==> config.mk <==
export PLATFORM = sky130hd
export DESIGN_NAME = pbc_sequencer
export DESIGN_NICKNAME = d
export VERILOG_FILES = /design/src/pkg/pbc_pkg.sv /design/src/rtl/pbc_divider.sv /design/src/rtl/pbc_sequencer.sv /design/src/rtl/pbc_sync.sv
export SDC_FILE = /design/constraint.sdc
export NUM_CORES = 1
export LEC_CHECK = 0
export BUFFER_PORTS_ARGS = -buffer_cell sky130_fd_sc_hd__buf_2
export CAP_MARGIN = 15
export CORE_UTILIZATION = 63
export CTS_BUF_LIST = sky130_fd_sc_hd__clkbuf_8
export DETAILED_ROUTE_END_ITERATION = 16
export GPL_TIMING_DRIVEN = 0
export PLACE_DENSITY = 0.81
export SLEW_MARGIN = 15
export SYNTH_ARGS = -nofsm -noshare
export SYNTH_HDL_FRONTEND = slang
export SYNTH_HIERARCHICAL = 1
export SYNTH_SLANG_ARGS = --single-unit
==> constraint.sdc <==
create_clock -name clk_sys_in -period 5.9 [get_ports clk_sys_in]
set_input_delay 0 -clock clk_sys_in [delete_from_list [all_inputs] [get_ports clk_sys_in]]
set_output_delay 0 -clock clk_sys_in [all_outputs]
set_load 0.1 [all_outputs]
==> src/pkg/pbc_pkg.sv <==
package pbc_pkg;
	// Base clock divider ratios of the crystal oscillator, selected by the strap
	localparam logic [3:0] CLK_DIV_STRAP_LOW = 4'h8;
	localparam logic [3:0] CLK_DIV_STRAP_HIGH = 4'hc;
	// Range clock ratio in base clocks, per baud band
	localparam logic [3:0] RANGE_DIV_BAND0 = 4'h2;
	localparam logic [3:0] RANGE_DIV_BAND1 = 4'h1;
	localparam logic [3:0] RANGE_DIV_BAND2 = 4'h1;
	localparam logic [3:0] RANGE_DIV_BAND3 = 4'h1;
	// Window scale factor per baud band
	localparam logic [3:0] SCALE_BAND0 = 4'h8;
	localparam logic [3:0] SCALE_BAND1 = 4'h4;
	localparam logic [3:0] SCALE_BAND2 = 4'h2;
	localparam logic [1:0] BAND0 = 2'h0;
	localparam logic [1:0] BAND1 = 2'h1;
	localparam logic [1:0] BAND2 = 2'h2;
	// Operating configuration word, 12 bits
	localparam int OPC_BAUD_LSB = 10;
	localparam int OPC_BITCHK_LSB = 8;
	localparam int OPC_POUT_BIT = 7;
	localparam int OPC_SLEEP_LSB = 2;
	localparam int OPC_XFIXED_BIT = 1;
	localparam int OPC_XTEMP_BIT = 0;
	localparam logic [11:0] OPC_DEFAULT = 12'h22c;
	// Limit word, 12 bits: lower in high half, upper in low half
	localparam int LIM_MIN_LSB = 6;
	localparam int LIM_MAX_LSB = 0;
	localparam logic [11:0] LIM_DEFAULT = 12'h398;
	localparam logic [4:0] SLEEP_PERMANENT = 5'h1f;
	localparam logic [3:0] SLEEP_EXT_NORMAL = 4'h1;
	localparam logic [3:0] SLEEP_EXT_LONG = 4'h8;
	localparam int SLEEP_UNIT_SHIFT = 10;
	localparam logic [15:0] WARMUP_CYCLES = 16'h0010;
	// Edge-gap test counts for checked bit codes 0..3
	localparam logic [4:0] TESTS_CODE0 = 5'h00;
	localparam logic [4:0] TESTS_CODE1 = 5'h06;
	localparam logic [4:0] TESTS_CODE2 = 5'h0c;
	localparam logic [4:0] TESTS_CODE3 = 5'h12;
	typedef enum logic [3:0] {
		PBC_SLEEP = 4'h1,
		PBC_WARMUP = 4'h2,
		PBC_CHECK = 4'h4,
		PBC_RECEIVE = 4'h8
	} pbc_state_type;
endpackage : pbc_pkg

==> src/rtl/pbc_divider.sv <==
`timescale 1ns/10ps
module pbc_divider (
	input wire logic clk_sys_in,
	input wire logic reset_in,
	input wire logic [4:0] ratio_in,
	input wire logic enable_in,
	output logic tick_out
);
	import pbc_pkg::*;
	logic [4:0] count_q;
	always_ff @(posedge clk_sys_in) begin
		if (reset_in || !enable_in) begin
			count_q <= 5'h0;
			tick_out <= 1'b0;
		end else if (count_q + 5'h1 >= ratio_in) begin
			count_q <= 5'h0;
			tick_out <= 1'b1;
		end else begin
			count_q <= count_q + 5'h1;
			tick_out <= 1'b0;
		end
	end
endmodule : pbc_divider

==> src/rtl/pbc_sequencer.sv <==
`timescale 1ns/10ps
module pbc_sequencer (
	input wire logic clk_sys_in,
	input wire logic reset_in,
	input wire logic strap_mode_in,
	input wire logic data_in,
	input wire logic word_valid_in,
	input wire logic [13:0] word_in,
	output logic processing_enable_out,
	output logic receiving_out,
	output logic data_out,
	output logic [11:0] operating_config_register_out,
	output logic [11:0] limit_register_out,
	output logic [3:0] state_out
);
	import pbc_pkg::*;

	pbc_state_type state_q;
	logic [11:0] opc_q;
	logic [11:0] lim_q;
	logic strap_q;
	logic strap_taken_q;
	logic strap_sync;
	logic [1:0] strap_settle_q;
	logic base_tick;
	logic range_tick;
	logic data_sync;
	logic data_prev_q;
	logic [27:0] timer_q;
	logic [15:0] gap_q;
	logic [4:0] tests_q;
	logic fail_now;
	logic pass_now;
	logic edge_now;
	logic off_cmd_q;

	// Tests required for a checked bit code
	function automatic logic [4:0] tests_for(input logic [1:0] code);
		case (code)
			2'h0: tests_for = TESTS_CODE0;
			2'h1: tests_for = TESTS_CODE1;
			2'h2: tests_for = TESTS_CODE2;
			default: tests_for = TESTS_CODE3;
		endcase
	endfunction : tests_for

	function automatic logic [3:0] range_ratio(input logic [1:0] band);
		case (band)
			BAND0: range_ratio = RANGE_DIV_BAND0;
			BAND1: range_ratio = RANGE_DIV_BAND1;
			BAND2: range_ratio = RANGE_DIV_BAND2;
			default: range_ratio = RANGE_DIV_BAND3;
		endcase
	endfunction : range_ratio

	function automatic logic [3:0] scale_of(input logic [1:0] band);
		case (band)
			BAND0: scale_of = SCALE_BAND0;
			BAND1: scale_of = SCALE_BAND1;
			default: scale_of = SCALE_BAND2;
		endcase
	endfunction : scale_of

	wire [1:0] band = opc_q[OPC_BAUD_LSB +: 2];
	wire [4:0] sleep_cnt = opc_q[OPC_SLEEP_LSB +: 5];
	wire [5:0] lim_min = lim_q[LIM_MIN_LSB +: 6];
	wire [5:0] lim_max = lim_q[LIM_MAX_LSB +: 6];
	wire ext_long = opc_q[OPC_XFIXED_BIT] | opc_q[OPC_XTEMP_BIT];
	wire [3:0] ext_factor = ext_long ? SLEEP_EXT_LONG : SLEEP_EXT_NORMAL;
	wire [27:0] sleep_len = ({23'h0, sleep_cnt} << SLEEP_UNIT_SHIFT) * 28'(ext_factor);
	// base ratio; five bits so the widest range ratio still fits
	wire [4:0] base_ratio = 5'(strap_q ? CLK_DIV_STRAP_HIGH : CLK_DIV_STRAP_LOW);
	// window bounds in range periods, scaled
	wire [15:0] win_lo = 16'(lim_min) * 16'(scale_of(band));
	wire [15:0] win_hi = (16'(lim_max) - 16'h1) * 16'(scale_of(band));

	// Strap is a pin: it passes the synchroniser before anything reads it
	pbc_sync strap_sync_i (
		.clk_sys_in(clk_sys_in),
		.reset_in(reset_in),
		.async_in(strap_mode_in),
		.sync_out(strap_sync)
	);

	// Strap is caught after reset release, never under reset
	always_ff @(posedge clk_sys_in) begin
		if (reset_in) begin
			strap_q <= 1'b0;
			strap_taken_q <= 1'b0;
			strap_settle_q <= 2'h0;
		end else begin
			strap_settle_q <= {strap_settle_q[0], 1'b1};
			// Read once, so a bouncing pin cannot change the base tick later
			if (!strap_taken_q && strap_settle_q[1]) begin
				strap_q <= strap_sync;
				strap_taken_q <= 1'b1;
			end
		end
	end

	pbc_divider base_div (
		.clk_sys_in(clk_sys_in),
		.reset_in(reset_in),
		.ratio_in(base_ratio),
		.enable_in(strap_taken_q),
		.tick_out(base_tick)
	);

	// range clock from the base tick rate
	// A band change mid-count is harmless: the divider compares with >=
	pbc_divider range_div (
		.clk_sys_in(clk_sys_in),
		.reset_in(reset_in),
		.ratio_in(5'(range_ratio(band)) * base_ratio),
		.enable_in(strap_taken_q),
		.tick_out(range_tick)
	);

	pbc_sync data_sync_i (
		.clk_sys_in(clk_sys_in),
		.reset_in(reset_in),
		.async_in(data_in),
		.sync_out(data_sync)
	);

	always_ff @(posedge clk_sys_in) begin
		if (reset_in) begin
			data_prev_q <= 1'b0;
		end else begin
			data_prev_q <= data_sync;
		end
	end
	assign edge_now = data_sync ^ data_prev_q;

	assign fail_now = (state_q == PBC_CHECK) && ((edge_now && (gap_q < win_lo)) ||
		(gap_q > win_hi));
	assign pass_now = (state_q == PBC_CHECK) && edge_now && !fail_now;

	// defaults, word decode, temporary bit clear
	always_ff @(posedge clk_sys_in) begin
		if (reset_in) begin
			opc_q <= OPC_DEFAULT;
			lim_q <= LIM_DEFAULT;
			off_cmd_q <= 1'b0;
		end else begin
			off_cmd_q <= 1'b0;
			if (word_valid_in && word_in[13]) begin
				off_cmd_q <= 1'b1;
			end else if (word_valid_in && word_in[12]) begin
				opc_q <= word_in[11:0];
			end else if (word_valid_in) begin
				lim_q <= word_in[11:0];
			end
			// clear on fail unless rewritten the same cycle
			if (fail_now && !(word_valid_in && !word_in[13] && word_in[12])) begin
				opc_q[OPC_XTEMP_BIT] <= 1'b0;
			end
		end
	end

	// phase sequencer, timers in base periods
	always_ff @(posedge clk_sys_in) begin
		if (reset_in) begin
			state_q <= PBC_SLEEP;
			timer_q <= 28'h0;
			gap_q <= 16'h0;
			tests_q <= 5'h0;
		end else begin
			case (state_q)
				PBC_SLEEP: begin
					if (sleep_cnt == SLEEP_PERMANENT) begin
						timer_q <= 28'h0;
					end else if (timer_q >= sleep_len) begin
						timer_q <= 28'h0;
						state_q <= PBC_WARMUP;
					end else if (base_tick) begin
						timer_q <= timer_q + 28'h1;
					end
				end
				PBC_WARMUP: begin
					if (timer_q >= 28'(WARMUP_CYCLES)) begin
						timer_q <= 28'h0;
						gap_q <= 16'h0;
						tests_q <= 5'h0;
						state_q <= PBC_CHECK;
					end else if (base_tick) begin
						timer_q <= timer_q + 28'h1;
					end
				end
				PBC_CHECK: begin
					if (fail_now) begin
						state_q <= PBC_SLEEP;
					end else if (tests_q >= tests_for(opc_q[OPC_BITCHK_LSB +: 2])) begin
						state_q <= PBC_RECEIVE;
					end else if (pass_now) begin
						gap_q <= 16'h0;
						tests_q <= tests_q + 5'h1;
					end else if (range_tick) begin
						gap_q <= gap_q + 16'h1;
					end
				end
				PBC_RECEIVE: begin
					if (off_cmd_q) begin
						timer_q <= 28'h0;
						state_q <= PBC_SLEEP;
					end
				end
				default: state_q <= PBC_SLEEP;
			endcase
		end
	end

	always_ff @(posedge clk_sys_in) begin
		if (reset_in) begin
			processing_enable_out <= 1'b0;
			receiving_out <= 1'b0;
			data_out <= 1'b0;
			operating_config_register_out <= OPC_DEFAULT;
			limit_register_out <= LIM_DEFAULT;
			state_out <= PBC_SLEEP;
		end else begin
			processing_enable_out <= (state_q != PBC_SLEEP);
			receiving_out <= (state_q == PBC_RECEIVE);
			data_out <= (state_q == PBC_RECEIVE) ? data_sync : 1'b0;
			operating_config_register_out <= opc_q;
			limit_register_out <= lim_q;
			state_out <= state_q;
		end
	end
endmodule : pbc_sequencer

==> src/rtl/pbc_sync.sv <==
`timescale 1ns/10ps
module pbc_sync (
	input wire logic clk_sys_in,
	input wire logic reset_in,
	input wire logic async_in,
	output logic sync_out
);
	logic meta_q;
	always_ff @(posedge clk_sys_in) begin
		if (reset_in) begin
			meta_q <= 1'b0;
			sync_out <= 1'b0;
		end else begin
			meta_q <= async_in;
			sync_out <= meta_q;
		end
	end
endmodule : pbc_sync
**After elaboration in Yosys (flattened, before gate mapping)**

Index checks and enable logic that the tools add are counted.

- Flip-flop bits (word level): 130
- Input port bits: 19
- Word-level logic and storage cells: 133
- Output and inout bits: 31

- Bitwise logic cells: 5
- Add/subtract/negate cells: 6
- Equality and inequality tests: 18
- $mul: 4
- Muxes and demuxes: 36
- Magnitude comparators: 7
- Reductions and logical operators: 30

Operators by type and width:

| cell | number |
|---|---|
| $mux 28 | 5 |
| $pmux 28 s3 | 1 |
| $mux 16 | 5 |
| $mux 5 | 7 |
| $pmux 16 s2 | 1 |
| $add 28x1->28 const B | 1 |
| $ge 28x19->1 | 1 |
| $ge 28x5->1 const B | 1 |
| $mux 4 | 7 |
| $add 16x1->16 const B | 1 |
| $gt 16x16->1 | 1 |
| $lt 16x10->1 | 1 |
| $pmux 4 s4 | 1 |
| $add 5x1->5 const B | 3 |
| $pmux 5 s3 | 1 |
| $reduce_and 5->1 | 3 |
| $ne 2x2->1 const B | 7 |
| $mul 7x5->12 | 1 |
| $ge 5x5->1 | 2 |
| $logic_and 1x1->1 | 10 |
| $mul 6x4->10 | 1 |
| $pmux 5 s2 | 1 |
| $mul 5x4->9 | 1 |
| $pmux 4 s2 | 1 |
| 26 further kinds | 42 |

**Depth between registers and ports, before layout**

Gate-level depths: netlist (run 1).

- Depth in word-level cells: 14
- Mapped depth: 25
- Mapped depth without buffers: 24

**Modules after synthesis**

The synthesis (run 1) kept the hierarchy.

Modules (own cells, without submodules):

| module | times used | area each (um^2) | seq. area each (um^2) | cells an instance |
|---|---|---|---|---|
| pbc_sequencer | 1 | 6937.9 | 2282.2 | 814 |
| pbc_divider | 2 | 400.4 | 120.1 | 37 |
| pbc_sync | 2 | 52.6 | 40.0 | 4 |

**Worst setup path before layout (run 1)**

No wires, ideal clock.

- Kind: register to register
- Start: register lim_q[0]
- End: register gap_q[0]
- Stages on the path, launching flop included: 26
- Data required time: 5.779 ns
- Period minus slack after synthesis: 5.317 ns
- Setup time: 0.121 ns
- Setup slack: 0.583 ns
- Path buffers: 1
- Arrival: 5.196 ns
- Path through: dfxtp_1 > inv_1 > ha_1 > nand2_1 > xor2_1 > nor2_1 > ha_1 > fa_1 > ha_1 > ha_1 > inv_1 > nor2_1 > o21ai_0 > nand2b_1 > a21o_1 > a21oi_1 > xor2_1 > ha_1 > nand3_1 > nor3_1 > nor3_1 > a211oi_1 > o221ai_1 > a21o_1 > buf_2 > mux2_2

- Cells in the longest elaborated chain, start to end: 11
- Elaborated cells between the ends (all ways): 14
- Classes of those cells: add/sub (1); mul (1); order compare (1); eq/ne (2); mux (4); reduce/logical (5)

Ends and longest elaborated chain:

| element | RTL line | text |
|---|---|---|
| from (decl) | pbc_sequencer.sv:20 | `logic [11:0] lim_q;` |
| from (signal assigned) | pbc_sequencer.sv:152 | `lim_q <= word_in[11:0];` |
| $sub 6x1->7 (*) | pbc_sequencer.sv:75 | `wire [15:0] win_hi = (16'(lim_max) - 16'h1) * 16'(scale_of(band));` |
| $mul 7x5->12 (*) | pbc_sequencer.sv:75 |  |
| $gt 16x16->1 (*) | pbc_sequencer.sv:136 | `(gap_q > win_hi));` |
| $logic_or 1x1->1 (*) | pbc_sequencer.sv:135 | `assign fail_now = (state_q == PBC_CHECK) && ((edge_now && (gap_q < win_lo)) \|\|` |
| $logic_and 1x1->1 (*) | pbc_sequencer.sv:135 |  |
| $logic_not 1->1 | pbc_sequencer.sv:137 | `assign pass_now = (state_q == PBC_CHECK) && edge_now && !fail_now;` |
| $logic_and 1x1->1 | pbc_sequencer.sv:137 |  |
| $mux 16 | pbc_sequencer.sv:195 | `end else if (pass_now) begin` |
| $mux 16 | pbc_sequencer.sv:193 | `end else if (tests_q >= tests_for(opc_q[OPC_BITCHK_LSB +: 2])) begin` |
| $mux 16 | pbc_sequencer.sv:191 | `if (fail_now) begin` |
| $pmux 16 s2 | pbc_sequencer.sv:169 | `case (state_q)` |
| to (signal assigned) | pbc_sequencer.sv:199 | `gap_q <= gap_q + 16'h1;` |
| to (decl) | pbc_sequencer.sv:30 | `logic [15:0] gap_q;` |

Every way passes the cells marked *; elsewhere a longest branch is shown, timed or not. The select of a mux whose other input is x is not followed.
A chain may end at the register's enable or synchronous reset.

**Final worst setup path (run 1)**

- Start: register lim_q[1]
- End: register state_q[3]

- Cells in the longest elaborated chain, start to end: 7
- Elaborated cells between the ends (all ways): 9
- Classes of those cells: add/sub (1); mul (1); order compare (1); eq/ne (1); mux (2); reduce/logical (3)

Ends and longest elaborated chain:

| element | RTL line | text |
|---|---|---|
| $sub 6x1->7 (*) | pbc_sequencer.sv:75 |  |
| $mul 7x5->12 (*) | pbc_sequencer.sv:75 |  |
| $gt 16x16->1 (*) | pbc_sequencer.sv:136 |  |
| $logic_or 1x1->1 (*) | pbc_sequencer.sv:135 |  |
| $logic_and 1x1->1 (*) | pbc_sequencer.sv:135 |  |
| $ne 3x2->1 (no line) or $mux 4 (tied branches) | - |  |
| $reduce_and 5->1 (no line) or $pmux 4 s4 (tied branches) | - |  |
| to (signal assigned) | pbc_sequencer.sv:164 | `state_q <= PBC_SLEEP;` |
| to (signal assigned) | pbc_sequencer.sv:175 | `state_q <= PBC_WARMUP;` |
| to (signal assigned) | pbc_sequencer.sv:185 | `state_q <= PBC_CHECK;` |
| to (decl) | pbc_sequencer.sv:18 | `pbc_state_type state_q;` |

Every way passes the cells marked *; elsewhere a longest branch is shown, timed or not.

==> qor.yml, run 1 <==
sta:
  post-route-period-util_pct: 95.5
  fin_hold_ws_ps: 334
  postLayoutSetupSlackWorst_ps: 265
  fmax_ghz: 0.177
  hold_viol_final: 0
  finalMaxSlewViolations: 0
  relSlewSlack_pct: 42.0
  tightest_slew_ps: 862
  finalCriticalPeriod_ps: 5630
  setup_viol: 0
  skew_ps: 9.90
cts:
  tritoncts: "yes"
  cts_max_level: 4
  clock_sinks: 130
  cts_inserted_buffers: 17
  clk_latency_ps: 450
  clk_pin_slew_ps: 70
  root_buffer: "clkbuf_8"
  cts_buffer_depth: 2
synthesis:
  synth.avg_cell_area_um2: 8.75
  ys_top_cells_by_count: "dfxtp_1, nand2_1, ha_1"
  synth_area_leader_cell: "dfxtp_1"
  synthTopCellsByArea: "dfxtp_1, ha_1, nand2_1, xnor2_1, nor2_1"
  synthCells: 896
  async_flop_share_pct: 0
  ys_seq_area_share_pct: 33.2
  synth-seq-cells: 130
  ys_types: 69
  synth-main-ff-cell: "dfxtp_1"
  synth_top_area_share_pct: 33.2
  synth_edf_count: 0
  yosys_warnings: 6
  synth.most_common_cell: "dfxtp_1"
  syn_area_um2: 7840
cells_and_area:
  drive_gt1_share_pct: 14.8
  area_growth_syn_to_layout_pct: 14.7
  finalInstanceArea_um2: 9000
  nFillCells: 895
  fin_nets: 1117
  multi_input_area_um2: 5020
  num_antenna_cells: 0
  regArea_um2: 2600
floorplan:
  num_io_pins: 50
  std_cell_rows: 40
  core-area_um2: 12100
  die_area_um2: 12900
  start_util_pct: 65.0
  die_y_um: 114
  die_x_um: 114
pwr:
  power_frac_comb_pct: 17.2
  ir_drop_mv: 0.176
  clkPwrFrac_pct: 35.2
  p_seq_share_pct: 47.6
  p_per_area_nw_per_um2: 215
  net-switching-power_w: 0.000567
  swShare_pct: 29.3
  p_leak_nw: 3.98
  p_int_w: 0.00137
setup_path:
  crit_type: "flip-flop to flip-flop"
  endpoint_kind: "flip-flop"
  crit_path_frequent_cell: "ha_1"
  cp_data_arrival_time_ps: 5980
  start_kind: "flip-flop"
  critical_path_required_ps: 6240
  crit_fanout: 10
  slowest_delay_ps: 490
  cp_slowest_cell: "fa_1"
detailed_routing:
  ant_nets: 0
  firstDrtPassIters: 5
  wl_per_cell_um: 15.1
  vias_per_cell: 5.62
  drtIter0Drc: 492
  vias: 6583
  routed_wl_mm: 17.7
  route.detailed.drc: 0
outcome:
  status: "finished, final reports clean"
placed_design:
  portBuffers: 49
  post_dp_cell_area_um2: 8330
  hpwlAfterDp_mm: 12.9
  pre_cts_ws_ps: -326
  place_congestion: 0.858
flow_run:
  maxCapViolCount: 0
global_route:
  grtUsageTotal_pct: 29.3
  grt_pass1_wl_mm: 29.7
  antenna_found_initial: 0
  grt_pass1_vias: 6459
  grt_start_max_net_pins: 17
  grt_overflow: 0
worst_hold_path:
  min_path_type: "input port to flip-flop"
final timing paths:
path / to / slack [ps] / startpoint / depth (start not counted)
setup / recovery: state_q[3] / 270 / lim_q[1] / 26
hold / removal: lim_q[3] / 330 / word_in[3] / 4
setup reg to reg: state_q[3] / 270 / lim_q[1] / 26
hold reg to reg: data_sync_i/sync_out / 450 / data_sync_i/meta_q / 1
cells by family after synthesis:
| family | synth area share [%] |
|---|---|
| XOR/XNOR | 6.30 |
| AND/OR/NAND/NOR | 25.9 |
| buffers and inverters | 4.35 |
| other | 0.0957 |
| flip-flops | 33.2 |
| multiplexers | 1.20 |
| adder cells (fa/ha/maj) | 17.8 |
| AO/OA/AOI/OAI | 11.1 |
state kept, by name (all words and copies together), names as in the netlist, 2 cells and up:
| register | flops |
|---|---|
| timer_q | 28 |
| gap_q | 16 |
| lim_q | 12 |
| limit_register_out | 12 |
| opc_q | 12 |
| operating_config_register_out | 12 |
| base_div/count_q | 5 |
| range_div/count_q | 5 |
| tests_q | 5 |
| state_out | 4 |
| state_q | 4 |
| strap_settle_q | 2 |
power groups by stage:
stage                     combinational [W]  clock [W]  sequential (W)
after floorplan                    0.000185          0        0.000994
after global placement             0.000307          0        0.000941
after detailed placement           0.000311          0        0.000942
after CTS                          0.000326   0.000693        0.000923
after global routing               0.000369   0.000729        0.000926
final                              0.000333   0.000682        0.000924
layout make-up:
cell class / count / share of cell area, %
Buffer: 21 / 1.17
Sequential cell: 130 / 28.9
Inverter: 62 / 2.59
Multi-Input combinational cell: 688 / 55.7
Clock buffer: 20 / 3.06
Tap cell: 168 / 2.34
Clock inverter: 9 / 0.765
Timing Repair Buffer: 74 / 5.42
through the flow:
step                      total power, W  std cells  util (%)  setup TNS [ps]
after detailed placement         0.00125       1120      69.0           -4330
after CTS                        0.00194       1170      73.9               0
after floorplan                  0.00118        903         -               0
after global placement           0.00125       1120      69.0           -2270
after global routing             0.00202       1172      74.6            -296
final                            0.00194       1172      74.6               0
per-layer routing:
layer,part of all wire [%],vias up,GRT usage [%],wire (µm)
met5,0,-,0,0
met4,3.2,0,14.7,562
met3,4.9,46,4.78,866
met2,48,204,49.0,8480
met1,44,3070,36.5,7810
li1,-,3263,-,-
placed cells by master (no fill, tap or decap), types with 7 or more instances in the layout:
cell / synthesis / routed
nand2_1: 98 / 98
nor2_2: 10 / 10
or2_2: 12 / 12
a21o_1: 15 / 15
dfxtp_1: 130 / 129
xor2_1: 14 / 13
nor2_1: 75 / 75
conb_1: 2 / 9
nand2b_1: 16 / 16
and2_1: 13 / 13
o21ai_0: 14 / 14
nand4_1: 7 / 7
dlygate4sd3_1: 0 / 22
nor2b_1: 34 / 34
and3_1: 14 / 14
clkbuf_8: 0 / 20
xnor2_1: 35 / 35
buf_2: 3 / 52
a21oi_1: 32 / 31
inv_1: 62 / 65
nand3_1: 32 / 32
ha_1: 91 / 91
nor3_1: 24 / 20
nor4_1: 9 / 9
fa_1: 13 / 13
clkbuf_1: 17 / 14
repair_timing:
action                     4_1_cts  5_1_grt
buffers inserted                 0        3
pin swaps                        0        2
hold buffers                    22        0
setup endpoints to repair       24       24
gates resized for setup          6       18
hold endpoints to repair        29        0
worst max-delay path: cells and delay by family, from the launching register on:
kind	cells	cell delay, ps
adder cells (fa/ha/maj)	7	2050
AO/OA/AOI/OAI	6	1160
buffers and inverters	4	580
AND/OR/NAND/NOR	6	530
XOR/XNOR	2	490
flip-flops	1	440
multiplexers	1	280
(Power assumes the default switching activity.)
==> inputs of run 2 (changes only) <==
PLACE_DENSITY = 0.82   (was 0.81)
SLEW_MARGIN = not set   (was 15)
SYNTH_HIERARCHICAL = not set   (was 1)
==> qor.yml, run 2 <==
sta:
  finalMaxSlewViolations: 0
  post-route-period-util_pct: 94.4
  setup_tns_ps: 0
  rsz0062_at_grt: "no"
  fmax_ghz: 0.180
  setup_viol: 0
  relSlewSlack_pct: 47.3
  hold_viol_final: 0
  finalCriticalPeriod_ps: 5570
  tightest_slew_ps: 784
  fin_hold_ws_ps: 287
  skew_ps: 19.1
pwr:
  swShare_pct: 32.4
  net-switching-power_w: 0.000672
  clkPwrFrac_pct: 36.0
  p_int_w: 0.00140
  power_frac_comb_pct: 19.3
  p_leak_nw: 3.90
  p_seq_share_pct: 44.7
  p_per_area_nw_per_um2: 244
  ir_drop_mv: 0.230
flow_run:
  maxCapViolCount: 0
cts:
  root_buffer: "clkbuf_8"
  clk_latency_ps: 460
  clk_pin_slew_ps: 80
  cts_inserted_buffers: 17
  cts_max_level: 4
  clock_sinks: 130
  cts_buffer_depth: 2
  tritoncts: "yes"
cells_and_area:
  fin_nets: 1076
  drive_gt1_share_pct: 12.1
  largest_reg_flops: 28
  top_register: "timer_q"
  fin_cells: 1113
  area_growth_syn_to_layout_pct: 13.8
  final_common_cell: "dfxtp_1"
  num_antenna_cells: 0
  final_cell_mix: "dfxtp_1, nand2_1, ha_1"
  finalInstanceArea_um2: 8500
  reg.largest.list: "timer_q x28, gap_q x16"
global_route:
  grt_start_max_net_pins: 17
  antenna_found_initial: 0
  grt_pass1_wl_mm: 28.0
  grtUsageTotal_pct: 28.4
  grt_pass1_vias: 6050
  grt_overflow: 0
synthesis:
  yosys_warnings: 0
  synth.avg_cell_area_um2: 8.60
  synth_edf_count: 0
  synth-main-ff-cell: "dfxtp_1"
  synthCells: 868
  ys_types: 63
  synth_area_leader_cell: "dfxtp_1"
  synth-seq-cells: 130
  synthTopCellsByArea: "dfxtp_1, ha_1, nand2_1, nor2_1, fa_1"
  async_flop_share_pct: 0
  synth_top_area_share_pct: 34.9
  ys_top_cells_by_count: "dfxtp_1, nand2_1, ha_1"
  syn_area_um2: 7470
  ys_seq_area_share_pct: 34.9
  synth.most_common_cell: "dfxtp_1"
detailed_routing:
  vias_per_cell: 5.72
  vias: 6370
  wl_per_cell_um: 15.0
  routed_wl_mm: 16.7
  route.detailed.drc: 0
  drtIter0Drc: 378
  ant_nets: 0
  firstDrtPassIters: 6
placed_design:
  placedCellCount: 1062
  post_dp_cell_area_um2: 7900
  portBuffers: 48
  place_congestion: 0.853
  hpwlAfterDp_mm: 12.0
floorplan:
  die_y_um: 111
  num_io_pins: 50
  std_cell_rows: 39
  core-area_um2: 11500
  start_util_pct: 65.1
  die_x_um: 111
  die_area_um2: 12300
setup_path:
  ff2ff_path_depth: 26
  crit_fanout: 10
  crit_type: "flip-flop to flip-flop"
  critical_path_required_ps: 6220
  start_kind: "flip-flop"
  endpoint_kind: "flip-flop"
  cp_data_arrival_time_ps: 5890
outcome:
  status: "finished, final reports clean"
worst_hold_path:
  min_path_type: "input port to flip-flop"
  holdPathStages: 3
==> run 2: cell families (layout without fill, tap and decap cells) <==
group / after synthesis / count (layout) / synth area share [%]
AND/OR/NAND/NOR: 383 / 383 / 26.0
flip-flops: 130 / 130 / 34.9
AO/OA/AOI/OAI: 123 / 123 / 10.1
adder cells (fa/ha/maj): 100 / 100 / 18.1
buffers and inverters: 74 / 173 / 4.09
XOR/XNOR: 47 / 47 / 5.51
multiplexers: 10 / 10 / 1.37
other: 1 / 4 / 0.0502
==> run 2: layer usage <==
metal  track usage [%]  routed length [µm]
met1              33.9                7190
met2              47.4                8080
met3              7.44                 789
met4              14.0                 640
met5                 0                   0
==> run 2: worst max-delay path, cell delays in order (launching register included) <==
cell and delay [ps]:
dfxtp_2 420, inv_1 90, ha_1 270, nand2_1 100, xor2_1 260, nor2_1 80
ha_1 330, fa_1 480, ha_1 300, ha_1 350, inv_1 100, nor2_1 50
o21ai_0 150, nand2b_1 110, a21o_1 190, a21oi_1 160, xor2_1 190, ha_1 260
a21oi_1 190, nand2_1 90, o21ai_2 220, nand4_1 110, and4_1 230, buf_4 170
buf_6 140, o21ai_0 220, o21ai_0 170
==> run 2: per-stage QoR <==
stage,utilization [%],worst slack [ps],total power [W]
CTS,73.9,11.1,0.00209
floorplan,-,986,0.00125
global placement,68.9,84.3,0.00132
finish,74.1,330,0.00207
detailed placement,68.9,64.1,0.00133
global route,74.1,13.9,0.00217
==> run 2: worst paths after layout <==
check,startpoint,endpoint,slack [ps]
setup / recovery,lim_q[0],gap_q[8],330
hold / removal,data_in,data_sync_i.meta_q,290
setup reg to reg,lim_q[0],gap_q[8],330
hold reg to reg,strap_sync_i.meta_q,strap_sync_i.sync_out,430
==> run 2: final cells by class <==
type                    instances  area [µm²]
fillers                       877        2970
clock inverters                14         141
clock buffers                  18         248
flip-flops and latches        130        2600
well taps                     143         179
inverters                      50         188
plain buffers                  24         118
multi-input cells             667        4590
repair buffers                 67         430
==> run 2: repair_timing <==
item | CTS | global route
hold buffers | 19 | 0
setup endpoints to repair | 0 | 25
endpoints found under the hold margin | 28 | 0
setup buffers | 0 | 0
gates resized for setup | 0 | 6
==> run 2: power groups by stage <==
stage	clock network [W]	registers (W)	logic, W
finish	0.000746	0.000926	0.000401
global route	0.000802	0.000928	0.000440
CTS	0.000763	0.000925	0.000397
detailed placement	0	0.000946	0.000385
global placement	0	0.000945	0.000378
floorplan	0	0.00102	0.000228
